## src/hdl/bt_pkg.sv

```systemverilog
// Shared constants and carrier types for the block-transfer host mailbox.
package bt_pkg;

    // Host I/O window: three adjacent byte locations selected by the two low address lines.
    localparam int HOST_ADDR_W = 16;
    localparam int WINDOW_LOCATIONS = 3;
    localparam logic [HOST_ADDR_W-1:0] DEFAULT_IO_BASE = 16'h00e4;
    localparam logic [1:0] OFS_CONTROL = 2'h0;
    localparam logic [1:0] OFS_BUFFER = 2'h1;
    localparam logic [1:0] OFS_MASK = 2'h2;

    // Message buffer geometry.
    localparam int DEFAULT_DEPTH = 64;
    localparam int BUF_IDX_W = 8;

    // Bit positions of transfer_control.
    localparam int CTL_CLR_WR_PTR = 0;
    localparam int CTL_CLR_RD_PTR = 1;
    localparam int CTL_REQ_ATN = 2;
    localparam int CTL_RSP_ATN = 3;
    localparam int CTL_SW_ATN = 4;
    localparam int CTL_HOST_BUSY = 6;
    localparam int CTL_CTRL_BUSY = 7;

    // Bit positions of interrupt_mask.
    localparam int MSK_IRQ_EN = 0;
    localparam int MSK_IRQ_PEND = 1;

    // Values after reset.
    localparam logic [7:0] BYTE_RST = 8'h00;
    localparam logic [7:0] RDATA_RST = 8'h00;

    // Message byte positions, counted from zero.
    localparam logic [BUF_IDX_W-1:0] MSG_LEN_IDX = 8'h00;
    localparam logic [BUF_IDX_W-1:0] REQ_DATA_IDX = 8'h04;
    localparam logic [BUF_IDX_W-1:0] RSP_CC_IDX = 8'h04;
    localparam logic [BUF_IDX_W-1:0] RSP_DATA_IDX = 8'h05;
    // Smallest response length byte: function_and_unit, sequence, command, completion code.
    localparam logic [7:0] RSP_MIN_LEN = 8'h04;

    // One host I/O cycle, valid for a single clock.
    typedef struct packed {
        logic [HOST_ADDR_W-1:0] addr;
        logic rd;
        logic wr;
        logic [7:0] wdata;
    } host_req_s;

    // Controller-side requests, strobes valid for a single clock.
    typedef struct packed {
        logic rsp_wr;
        logic [BUF_IDX_W-1:0] rsp_idx;
        logic [7:0] rsp_data;
        logic [BUF_IDX_W-1:0] req_idx;
        logic set_rsp_atn;
        logic set_sw_atn;
        logic clr_req_atn;
        logic busy;
    } ctl_req_s;

endpackage

```

## src/hdl/msg_buffer.sv

```systemverilog
// Byte-wide message buffer held in flip-flops with one write and one read index.
`timescale 1ns/1ps
module msg_buffer #(
    parameter int DEPTH = 64,
    parameter int IDX_W = $clog2(DEPTH)
) (
    input wire logic clk_i,
    input wire logic rstn_i,
    input wire logic wr_en_i,
    input wire logic [IDX_W-1:0] wr_idx_i,
    input wire logic [7:0] wr_data_i,
    input wire logic [IDX_W-1:0] rd_idx_i,
    output logic [7:0] rd_data_o
);
    import bt_pkg::*;

    logic [7:0] store [DEPTH];

    for (genvar g = 0; g < DEPTH; g++) begin : g_entry
        logic [7:0] byte_r;
        logic [7:0] byte_nxt;

        always_comb begin
            byte_nxt = byte_r;
            if (wr_en_i && wr_idx_i == IDX_W'(g)) begin
                byte_nxt = wr_data_i;
            end
        end

        always_ff @(posedge clk_i) begin
            if (!rstn_i) begin
                byte_r <= BYTE_RST;
            end else begin
                byte_r <= byte_nxt;
            end
        end

        assign store[g] = byte_r;
    end

    // The read is combinational from the flops; the caller registers it.
    assign rd_data_o = store[rd_idx_i];

endmodule // msg_buffer

```

## src/hdl/block_transfer_host_mailbox.sv

```systemverilog
// Block-transfer message mailbox between host I/O space and the management controller.
`timescale 1ns/1ps
module block_transfer_host_mailbox #(
    parameter int DEPTH = bt_pkg::DEFAULT_DEPTH,
    parameter logic [bt_pkg::HOST_ADDR_W-1:0] IO_BASE = bt_pkg::DEFAULT_IO_BASE
) (
    input wire logic clk_i,
    input wire logic rstn_i,
    input wire bt_pkg::host_req_s host_req_i,
    output logic [7:0] host_rdata_o,
    output logic host_irq_o,
    input wire bt_pkg::ctl_req_s ctl_req_i,
    output logic [7:0] ctl_req_data_o,
    output logic ctl_req_atn_o,
    output logic ctl_host_busy_o,
    output logic ctl_rsp_refused_o
);
    import bt_pkg::*;

    localparam int IDX_W = $clog2(DEPTH);

    // A full-address region compare stands in for the board's general-purpose
    // chip select; inside the region only the two low lines choose a location.
    function automatic logic window_hit(input logic [HOST_ADDR_W-1:0] addr);
        logic region;
        region = (addr[HOST_ADDR_W-1:2] == IO_BASE[HOST_ADDR_W-1:2]);
        return region && (addr[1:0] <= 2'(WINDOW_LOCATIONS - 1));
    endfunction

    function automatic logic at_offset(input host_req_s req, input logic [1:0] ofs);
        return window_hit(req.addr) && (req.addr[1:0] == ofs);
    endfunction

    // Decoded host accesses, each a one-cycle event.
    logic wr_control;
    logic wr_buffer;
    logic wr_mask;
    logic rd_control;
    logic rd_buffer;
    logic rd_mask;

    always_comb begin
        wr_control = host_req_i.wr && at_offset(host_req_i, OFS_CONTROL);
        wr_buffer = host_req_i.wr && at_offset(host_req_i, OFS_BUFFER);
        wr_mask = host_req_i.wr && at_offset(host_req_i, OFS_MASK);
        rd_control = host_req_i.rd && at_offset(host_req_i, OFS_CONTROL);
        rd_buffer = host_req_i.rd && at_offset(host_req_i, OFS_BUFFER);
        rd_mask = host_req_i.rd && at_offset(host_req_i, OFS_MASK);
    end

    // Byte pointers of the two buffers.
    logic [IDX_W-1:0] wr_ptr_r;
    logic [IDX_W-1:0] wr_ptr_nxt;
    logic [IDX_W-1:0] rd_ptr_r;
    logic [IDX_W-1:0] rd_ptr_nxt;

    always_comb begin
        wr_ptr_nxt = wr_ptr_r;
        rd_ptr_nxt = rd_ptr_r;
        if (wr_control && host_req_i.wdata[CTL_CLR_WR_PTR]) begin
            wr_ptr_nxt = '0;
        end else if (wr_buffer) begin
            wr_ptr_nxt = wr_ptr_r + IDX_W'(1);
        end
        if (wr_control && host_req_i.wdata[CTL_CLR_RD_PTR]) begin
            rd_ptr_nxt = '0;
        end else if (rd_buffer) begin
            rd_ptr_nxt = rd_ptr_r + IDX_W'(1);
        end
    end

    always_ff @(posedge clk_i) begin
        if (!rstn_i) begin
            wr_ptr_r <= '0;
            rd_ptr_r <= '0;
        end else begin
            wr_ptr_r <= wr_ptr_nxt;
            rd_ptr_r <= rd_ptr_nxt;
        end
    end

    // The two directions have separate storage, so the host may load the next
    // request while an earlier response is still waiting to be read.
    logic [7:0] from_host_rd_data;
    logic [7:0] to_host_rd_data;

    msg_buffer #(
        .DEPTH(DEPTH),
        .IDX_W(IDX_W)
    ) u_from_host_buffer (
        .clk_i(clk_i),
        .rstn_i(rstn_i),
        .wr_en_i(wr_buffer),
        .wr_idx_i(wr_ptr_r),
        .wr_data_i(host_req_i.wdata),
        .rd_idx_i(IDX_W'(ctl_req_i.req_idx)),
        .rd_data_o(from_host_rd_data)
    );

    msg_buffer #(
        .DEPTH(DEPTH),
        .IDX_W(IDX_W)
    ) u_to_host_buffer (
        .clk_i(clk_i),
        .rstn_i(rstn_i),
        .wr_en_i(ctl_req_i.rsp_wr),
        .wr_idx_i(IDX_W'(ctl_req_i.rsp_idx)),
        .wr_data_i(ctl_req_i.rsp_data),
        .rd_idx_i(rd_ptr_r),
        .rd_data_o(to_host_rd_data)
    );

    // Attention, busy and interrupt state.
    logic req_atn_r;
    logic req_atn_nxt;
    logic rsp_atn_r;
    logic rsp_atn_nxt;
    logic sw_atn_r;
    logic sw_atn_nxt;
    logic host_busy_r;
    logic host_busy_nxt;
    logic ctrl_busy_r;
    logic ctrl_busy_nxt;
    logic irq_en_r;
    logic irq_en_nxt;
    logic irq_pend_r;
    logic irq_pend_nxt;
    logic [7:0] rsp_len_r;
    logic [7:0] rsp_len_nxt;
    logic refused_r;
    logic refused_nxt;
    logic rsp_accept;
    logic rsp_rise;
    logic sw_rise;

    always_comb begin
        rsp_len_nxt = rsp_len_r;
        if (ctl_req_i.rsp_wr && ctl_req_i.rsp_idx == MSG_LEN_IDX) begin
            rsp_len_nxt = ctl_req_i.rsp_data;
        end

        // A response too short to hold its completion code is refused, so the
        // host never sees attention for a message without one.
        rsp_accept = ctl_req_i.set_rsp_atn && (rsp_len_r >= RSP_MIN_LEN);
        rsp_rise = rsp_accept && !rsp_atn_r;
        sw_rise = ctl_req_i.set_sw_atn && !sw_atn_r;
        refused_nxt = ctl_req_i.set_rsp_atn && !rsp_accept;

        // Each flag's set is taken after its clear, so a set in the same cycle wins.
        req_atn_nxt = req_atn_r;
        if (ctl_req_i.clr_req_atn) begin
            req_atn_nxt = 1'b0;
        end
        if (wr_control && host_req_i.wdata[CTL_REQ_ATN]) begin
            req_atn_nxt = 1'b1;
        end

        rsp_atn_nxt = rsp_atn_r;
        if (wr_control && host_req_i.wdata[CTL_RSP_ATN]) begin
            rsp_atn_nxt = 1'b0;
        end
        if (rsp_accept) begin
            rsp_atn_nxt = 1'b1;
        end

        sw_atn_nxt = sw_atn_r;
        if (wr_control && host_req_i.wdata[CTL_SW_ATN]) begin
            sw_atn_nxt = 1'b0;
        end
        if (ctl_req_i.set_sw_atn) begin
            sw_atn_nxt = 1'b1;
        end

        host_busy_nxt = host_busy_r;
        if (wr_control && host_req_i.wdata[CTL_HOST_BUSY]) begin
            host_busy_nxt = !host_busy_r;
        end
        ctrl_busy_nxt = ctl_req_i.busy;

        irq_en_nxt = irq_en_r;
        if (wr_mask) begin
            irq_en_nxt = host_req_i.wdata[MSK_IRQ_EN];
        end
        irq_pend_nxt = irq_pend_r;
        if (wr_mask && host_req_i.wdata[MSK_IRQ_PEND]) begin
            irq_pend_nxt = 1'b0;
        end
        if (rsp_rise || sw_rise) begin
            irq_pend_nxt = 1'b1;
        end
    end

    always_ff @(posedge clk_i) begin
        if (!rstn_i) begin
            req_atn_r <= 1'b0;
            rsp_atn_r <= 1'b0;
            sw_atn_r <= 1'b0;
            host_busy_r <= 1'b0;
            ctrl_busy_r <= 1'b0;
            irq_en_r <= 1'b0;
            irq_pend_r <= 1'b0;
            rsp_len_r <= BYTE_RST;
            refused_r <= 1'b0;
        end else begin
            req_atn_r <= req_atn_nxt;
            rsp_atn_r <= rsp_atn_nxt;
            sw_atn_r <= sw_atn_nxt;
            host_busy_r <= host_busy_nxt;
            ctrl_busy_r <= ctrl_busy_nxt;
            irq_en_r <= irq_en_nxt;
            irq_pend_r <= irq_pend_nxt;
            rsp_len_r <= rsp_len_nxt;
            refused_r <= refused_nxt;
        end
    end

    // Read data for both parties: the host byte is held until its next read, the controller byte follows req_idx every clock.
    logic [7:0] control_view;
    logic [7:0] mask_view;
    logic [7:0] host_rdata_r;
    logic [7:0] host_rdata_nxt;
    logic [7:0] req_data_r;
    logic [7:0] req_data_nxt;

    always_comb begin
        // The attention bits stay readable with the interrupt off or on.
        control_view = 8'h00;
        control_view[CTL_REQ_ATN] = req_atn_r;
        control_view[CTL_RSP_ATN] = rsp_atn_r;
        control_view[CTL_SW_ATN] = sw_atn_r;
        control_view[CTL_HOST_BUSY] = host_busy_r;
        control_view[CTL_CTRL_BUSY] = ctrl_busy_r;
        mask_view = 8'h00;
        mask_view[MSK_IRQ_EN] = irq_en_r;
        mask_view[MSK_IRQ_PEND] = irq_pend_r;

        host_rdata_nxt = host_rdata_r;
        if (rd_control) begin
            host_rdata_nxt = control_view;
        end else if (rd_buffer) begin
            host_rdata_nxt = to_host_rd_data;
        end else if (rd_mask) begin
            host_rdata_nxt = mask_view;
        end else if (host_req_i.rd) begin
            host_rdata_nxt = 8'h00;
        end
        req_data_nxt = from_host_rd_data;
    end

    always_ff @(posedge clk_i) begin
        if (!rstn_i) begin
            host_rdata_r <= RDATA_RST;
            req_data_r <= RDATA_RST;
        end else begin
            host_rdata_r <= host_rdata_nxt;
            req_data_r <= req_data_nxt;
        end
    end

    assign host_rdata_o = host_rdata_r;
    assign ctl_req_data_o = req_data_r;
    assign ctl_req_atn_o = req_atn_r;
    assign ctl_host_busy_o = host_busy_r;
    assign ctl_rsp_refused_o = refused_r;
    assign host_irq_o = irq_en_r && irq_pend_r;

endmodule // block_transfer_host_mailbox

```

## config.mk

```make
export PLATFORM = sky130hd
export DESIGN_NAME = block_transfer_host_mailbox
export DESIGN_NICKNAME = d
export VERILOG_FILES = /design/src/hdl/bt_pkg.sv /design/src/hdl/msg_buffer.sv /design/src/hdl/block_transfer_host_mailbox.sv
export SDC_FILE = /design/constraint.sdc
export NUM_CORES = 2
export LEC_CHECK = 0
export BUFFER_PORTS_ARGS = -buffer_cell sky130_fd_sc_hd__buf_2
export CAP_MARGIN = 20
export CORE_UTILIZATION = 40
export DETAILED_ROUTE_END_ITERATION = 8
export GPL_ROUTABILITY_DRIVEN = 0
export GPL_TIMING_DRIVEN = 0
export HOLD_SLACK_MARGIN = 0.1
export SYNTH_ARGS = -nofsm -noshare
export SYNTH_HDL_FRONTEND = slang
export SYNTH_HIERARCHICAL = 1
export SYNTH_SLANG_ARGS = --single-unit
```

## constraint.sdc

```tcl
create_clock -name clk_i -period 4.11 [get_ports clk_i]
set_clock_uncertainty 0.1 [all_clocks]
set_input_delay 0.822 -clock clk_i [delete_from_list [all_inputs] [get_ports clk_i]]
set_output_delay 0.822 -clock clk_i [all_outputs]
set_load 0.03 [all_outputs]
```

**After elaboration in Yosys (flattened, before gate mapping)**

Index checks and enable logic that the tools add are counted.

- Flip-flop bits (word level): 1068
- Input port bits: 57
- Output and inout port bits: 20
- Word-level logic and storage cells: 467

- Add/sub/neg operators: 2
- $lt $le $gt $ge: 4
- Equality and inequality tests: 129
- Muxes and demuxes: 18
- Bitwise operators: 3
- Reduce and logical (&&, ||, !) cells: 169

Operators by type and width:

| operator | number |
|---|---|
| == test 6 bit (second input constant) | 64 |
| == test 6 x 5 -> 1 bit (second input constant) | 32 |
| logical AND 1 bit | 151 |
| binary-select mux 8 bit (select 6 bit) | 2 |
| == test 6 x 4 -> 1 bit (second input constant) | 16 |
| two-way mux 8 bit | 8 |
| == test 6 x 3 -> 1 bit (second input constant) | 8 |
| == test 6 x 2 -> 1 bit (second input constant) | 4 |
| == test 14 x 6 -> 1 bit (second input constant) | 1 |
| >= comparator 7 bit (second input constant) | 2 |
| NOT 6 -> 7 bit | 2 |
| adder 6 x 1 -> 6 bit (second input constant) | 2 |
| == test 6 x 1 -> 1 bit (second input constant) | 2 |
| logical NOT 6 bit | 2 |
| >= comparator 8 x 3 -> 1 bit (second input constant) | 1 |
| logical NOT 8 bit | 1 |
| two-way mux 1 bit | 8 |
| nonzero test 2 bit | 4 |
| OR reduction 2 bit | 3 |
| logical NOT 1 bit | 4 |
| nonzero test 4 bit | 1 |
| nonzero test 3 bit | 1 |
| == test 2 x 1 -> 1 bit (second input constant) | 1 |
| == test 2 bit (second input constant) | 1 |
| other kinds (4) | 4 |

**Depth between registers and ports, before layout**

- Word-level depth: 7
- Depth in mapped cells: 12

**Modules after synthesis**

The synthesis kept the hierarchy.

Modules (own cells, without submodules):

| module | times used | cells each | area each (um^2) | sequential area each (um^2) |
|---|---|---|---|---|
| msg_buffer | 2 | 2495 | 24234.5 | 10249.8 |
| block_transfer_host_mailbox | 1 | 206 | 1846.8 | 840.8 |

**Worst setup path after synthesis**

Ideal clock, no wire load.

- Path type: input-to-reg
- Start point: in host_req_i[19] (netlist name)
- End point: reg u_from_host_buffer.g_entry[15].byte_r[7]
- Setup time: 116 ps
- Arrival: 2873 ps
- Slack: 1021 ps
- Stages: 9
- Path buffers: 2
- Path through: nor4b_4 > nand4_2 > buf_6 > nor2_1 > or3b_1 > buf_4 > nor2_4 > mux2i_1 > nor2b_1

- Longest elaborated chain between the ends: 5

Ends and longest elaborated chain:

| what | line | source |
|---|---|---|
| start, declared | block_transfer_host_mailbox.sv:9 | `input wire bt_pkg::host_req_s host_req_i,` |
| == test 14 x 6 -> 1 bit | block_transfer_host_mailbox.sv:26 | `region = (addr[HOST_ADDR_W-1:2] == IO_BASE[HOST_ADDR_W-1:2]);` |
| logical AND 1 bit | block_transfer_host_mailbox.sv:27 | `return region && (addr[1:0] <= 2'(WINDOW_LOCATIONS - 1));` |
| logical AND 1 bit | block_transfer_host_mailbox.sv:31 | `return window_hit(req.addr) && (req.addr[1:0] == ofs);` |
| logical AND 1 bit | block_transfer_host_mailbox.sv:44 | `wr_buffer = host_req_i.wr && at_offset(host_req_i, OFS_BUFFER);` |
| net wr_buffer | block_transfer_host_mailbox.sv:36 | `logic wr_buffer;` |
| logical AND 1 bit | msg_buffer.sv:25 | `if (wr_en_i && wr_idx_i == IDX_W'(g)) begin` |
| end signal, assigned | msg_buffer.sv:34 | `byte_r <= byte_nxt;` |
| end, declared | msg_buffer.sv:20 | `logic [7:0] byte_r;` |

The timed path passes the listed nets, and every way through them passes these cells.
A chain may end at the register's enable or synchronous reset.

**Worst setup path in the final report**

- Start point: reg rd_ptr_r[1]
- End point: reg host_rdata_r[0], in the netlist host_rdata_o[0]

- Longest elaborated chain between the ends: 5

Ends and longest elaborated chain:

| what | line | source |
|---|---|---|
| start, declared | block_transfer_host_mailbox.sv:54 | `logic [IDX_W-1:0] rd_ptr_r;` |
| start signal, assigned | block_transfer_host_mailbox.sv:78 | `rd_ptr_r <= rd_ptr_nxt;` |
| NOT 6 -> 7 bit (implied by the code) | msg_buffer.sv:42 | `assign rd_data_o = store[rd_idx_i];` |
| binary-select mux 8 bit (select 6 bit) | msg_buffer.sv:42 |  |
| two-way mux 8 bit (implied by the code) (2 in a row) | msg_buffer.sv:42 |  |
| net to_host_rd_data[0] | block_transfer_host_mailbox.sv:85 | `logic [7:0] to_host_rd_data;` |
| two-way mux 8 bit | block_transfer_host_mailbox.sv:240 | `end else if (rd_buffer) begin` |
| end signal, assigned | block_transfer_host_mailbox.sv:255 | `host_rdata_r <= host_rdata_nxt;` |
| end, declared | block_transfer_host_mailbox.sv:220 | `logic [7:0] host_rdata_r;` |

The timed path passes the listed nets, and every way through them passes these cells. The select of a mux whose other input is x is not followed.

==> metrics.log <==
INFO  metric status = finished, final reports clean
INFO  metric detailroute.via_count = 42700
INFO  metric layout-area-overhead-vs-synth = 12.7%
INFO  metric rsz0062_at_grt = false
INFO  metric crit_fanout = 10
INFO  metric post_route_cells_drive_above_1_share = 13.7%
INFO  metric htree_num_levels = 3
INFO  metric cap_violations = 0
INFO  metric cts_buffer_depth = 3
INFO  metric cts_tree = done
INFO  metric hold_viol_final = 0
INFO  metric critPathRequiredTime = 4.67 ns
INFO  metric design_area = 56700 µm²
INFO  metric hold_path_depth = 2
INFO  metric r2r_cells = 9
INFO  metric finalWirelength = 193000 µm
INFO  metric preCtsSetupSlack = -0.387 ns
INFO  metric first_pass_iteration_count_of_the_detailed_router = 8
INFO  metric synth.top_cells.by_area = sky130_fd_sc_hd__dfxtp_1 (42%), sky130_fd_sc_hd__mux4_2 (11%), sky130_fd_sc_hd__a21boi_0 (10%)
INFO  metric dominantRegCellSynth = sky130_fd_sc_hd__dfxtp_1
INFO  metric async_set_reset_flop_share_out_of_synthesis = 0%
INFO  metric vdd.ir_drop.worst = 0.335 mV
INFO  metric critPathCaptureType = register
INFO  metric syn-cell-area = 50300 µm²
INFO  metric yosysTopAreaCell = sky130_fd_sc_hd__dfxtp_1
INFO  metric reg2reg_slack = 0.11 ns
INFO  metric dieHeight = 357 µm
INFO  metric clk-insertion-delay-late = 0.74 ns
INFO  metric dieWidth = 357 µm
INFO  metric seq_area_frac_synth = 42.4%
INFO  metric clock_sinks = 1066
INFO  metric post_dp_cell_area = 52800 µm²
INFO  metric yosys_warns = 6
INFO  metric clkSlewWorstSetupHoldPaths = 0.06 ns
INFO  metric hold_start = ctl_req_i[0]
INFO  metric holdWs = 0.198 ns
INFO  metric io_buffers = 65
INFO  metric total_leakage_power = 18.1 nW
INFO  metric yosysUniqueCellTypes = 62
INFO  metric hold_end = ctrl_busy_r
INFO  metric setup_viol_count_final = 0
INFO  metric final_common_cell = sky130_fd_sc_hd__dfxtp_1
INFO  metric grt_antenna_before_repair = 9
INFO  metric syn-instance-count = 5196
INFO  metric setup_ws = 0.108 ns
INFO  metric cts_resized = 0
INFO  metric fp.coreArea = 124000 µm²
INFO  metric post_cts_setup_bufs = 0
INFO  metric period_minus_slack = 4.00 ns
INFO  metric final_period_utilization = 97.4%
INFO  metric timing.rr.start = rd_ptr_r[1]
INFO  metric syn-num-nets = 5255
INFO  metric hp-class = in2reg
INFO  metric transition_time_at_the_pin_with_the_least_slew_margin = 1.27 ns
INFO  metric post_cts_hold_buffer_count = 0
INFO  metric route.detailed.vias_per_inst = 5.99
INFO  metric grt_pass1_wl = 280000 µm
INFO  metric drv_slew = 0
INFO  metric clock_root_buffer_master = sky130_fd_sc_hd__clkbuf_16
INFO  metric mostFrequentLayoutCells = sky130_fd_sc_hd__dfxtp_1 (1066), sky130_fd_sc_hd__nand2_1 (826), sky130_fd_sc_hd__nand3_1 (714)
INFO  metric design.die.area = 127000 µm²
INFO  metric placed_cells = 6906
INFO  metric final.fill_count = 12100
INFO  metric drc = 0
INFO  metric yosys.area.top_type_share = 42.4%
INFO  metric worst_ep_arrival_time = 4.56 ns
INFO  metric global_route.overflow_total = 0
INFO  metric globalRouteTotalUtil = 29.7%
INFO  metric post_layout_total_power = 22.5 mW
INFO  metric wl_per_cell = 27.1 µm
INFO  metric initial_core_util = 40.5%
INFO  metric drt_iter0_markers = 4886
INFO  metric finalCoreUtilization = 45.6%
INFO  metric number_of_flops_mapped_to_enable_cells_by_yosys = 0
INFO  metric num_rows = 129
INFO  metric critPathLaunchType = register
INFO  metric worstSetupPathType = reg2reg
INFO  metric slew-limit-headroom = 13.9%
INFO  metric final_nets = 5448
INFO  metric pwr_density_cell = 397 nW/µm²
INFO  metric detail-route-antenna-nets = 0
INFO  metric synth.avg_cell_area = 9.68 µm²
INFO  metric synth-seq-cells = 1066
INFO  metric num_io_pins = 77
INFO  metric grt_start_max_net_pins = 16
INFO  metric dpl.hpwl = 138000 µm
INFO  metric fmax = 250 MHz
INFO  metric first_global_vias = 40700
INFO  metric tritoncts.num_buffers = 115
INFO  metric instances_no_fill = 7116
INFO  metric worst_r2r_endpoint = host_rdata_o[0]
INFO  metric final.setup.tns = 0 ns
==> kinds of logic (layout without fill, tap and decap cells) <==
kind of cell               count (synthesis)  count (layout)  share of synthesized area (%)
muxes                                    615             615                           18.2
adders and majority gates                  2               2                         0.0497
and+or+nand+nor                         2080            2080                           21.2
other                                      0               2                              0
buffers and inverters                    502             783                           4.47
DFF                                     1066            1066                           42.4
AOI/OAI and AO/OA                        931             931                           13.6
==> layer usage <==
metal  global-route usage, %  vias up  part of all wire, %
met4                    18.6        6                  6.9
met5                       0        -                0.018
met3                    5.75      583                  8.8
met2                    46.7     2253                   45
li1                        -    18900                    -
met1                    37.6    21000                   39
==> flip-flops by register name (all words and copies together) (netlist names), 6 cells and up <==
signal and count:
rd_ptr_r 6, ctl_req_data_o 8, u_to_host_buffer/g_entry.byte_r 512, host_rdata_o 8, u_from_host_buffer/g_entry.byte_r 512, rsp_len_r 6, wr_ptr_r 6
==> how the worst max path moves through the flow <==
stage	depth (start not counted)	slack, ns	startpoint	to
floorplan	9	1.02	host_req_i[19]	u_from_host_buffer/g_entry[15].byte_r[7]
global placement	11	-0.34	host_req_i[19]	u_from_host_buffer/g_entry[33].byte_r[5]
detailed placement	11	-0.39	host_req_i[19]	u_from_host_buffer/g_entry[33].byte_r[4]
CTS	9	0.34	rd_ptr_r[1]	host_rdata_o[0]
global route	11	0.06	host_req_i[19]	u_from_host_buffer/g_entry[34].byte_r[7]
finish	9	0.11	rd_ptr_r[1]	host_rdata_o[0]
==> critical path: stages, from the launching register on <==
cell and delay, ns:
sky130_fd_sc_hd__dfxtp_1 0.37, sky130_fd_sc_hd__buf_4 0.27, sky130_fd_sc_hd__buf_2 0.39, sky130_fd_sc_hd__buf_2 0.54, sky130_fd_sc_hd__mux4_2 0.31, sky130_fd_sc_hd__o22ai_1 0.21
sky130_fd_sc_hd__o41ai_1 1.16, sky130_fd_sc_hd__a22o_1 0.29, sky130_fd_sc_hd__nand4_1 0.10, sky130_fd_sc_hd__a21oi_1 0.17
==> final cells by class <==
| cell class | count | area [µm²] | share of cell area, % |
|---|---|---|---|
| Clock buffer | 168 | 3410 | 6.01 |
| Tap cell | 1637 | 2050 | 3.61 |
| Sequential cell | 1066 | 21300 | 37.6 |
| Clock inverter | 37 | 492 | 0.867 |
| Inverter | 5 | 18.8 | 0.0331 |
| Buffer | 497 | 2230 | 3.93 |
| Timing Repair Buffer | 76 | 418 | 0.737 |
| Multi-Input combinational cell | 3628 | 26700 | 47.2 |
| Antenna cell | 2 | 5.00 | 0.00883 |
==> cells in the mapped netlist (9+ instances only) <==
master	n
sky130_fd_sc_hd__nor2_1	24
sky130_fd_sc_hd__a21boi_0	702
sky130_fd_sc_hd__nand4_1	17
sky130_fd_sc_hd__nand2b_1	15
sky130_fd_sc_hd__nand2_1	826
sky130_fd_sc_hd__a21oi_1	40
sky130_fd_sc_hd__nor2_8	32
sky130_fd_sc_hd__o22a_1	17
sky130_fd_sc_hd__or2_2	13
sky130_fd_sc_hd__buf_6	17
sky130_fd_sc_hd__buf_4	26
sky130_fd_sc_hd__buf_1	58
sky130_fd_sc_hd__o21ai_1	9
sky130_fd_sc_hd__o21ai_0	21
sky130_fd_sc_hd__o221ai_1	16
sky130_fd_sc_hd__and2_1	16
sky130_fd_sc_hd__clkbuf_1	284
sky130_fd_sc_hd__o22ai_1	32
sky130_fd_sc_hd__a22oi_1	29
sky130_fd_sc_hd__mux4_2	240
sky130_fd_sc_hd__nor4_1	10
sky130_fd_sc_hd__buf_2	112
sky130_fd_sc_hd__mux2i_1	359
sky130_fd_sc_hd__mux2_2	16
sky130_fd_sc_hd__or3_1	13
sky130_fd_sc_hd__nand3_1	714
sky130_fd_sc_hd__nor2b_1	335
sky130_fd_sc_hd__dfxtp_1	1066
sky130_fd_sc_hd__nor3_2	12
==> report_power, final <==
group | total [mW] | leakage [nW] | switching [mW] | internal (mW)
clock network | 10.8 | 1.91 | 4.47 | 6.34
logic | 1.30 | 7.64 | 0.933 | 0.363
registers | 10.4 | 8.59 | 0.0152 | 10.4
total | 22.5 | 18.1 | 5.42 | 17.1
No activity file was read; power rests on OpenSTA's default activity.
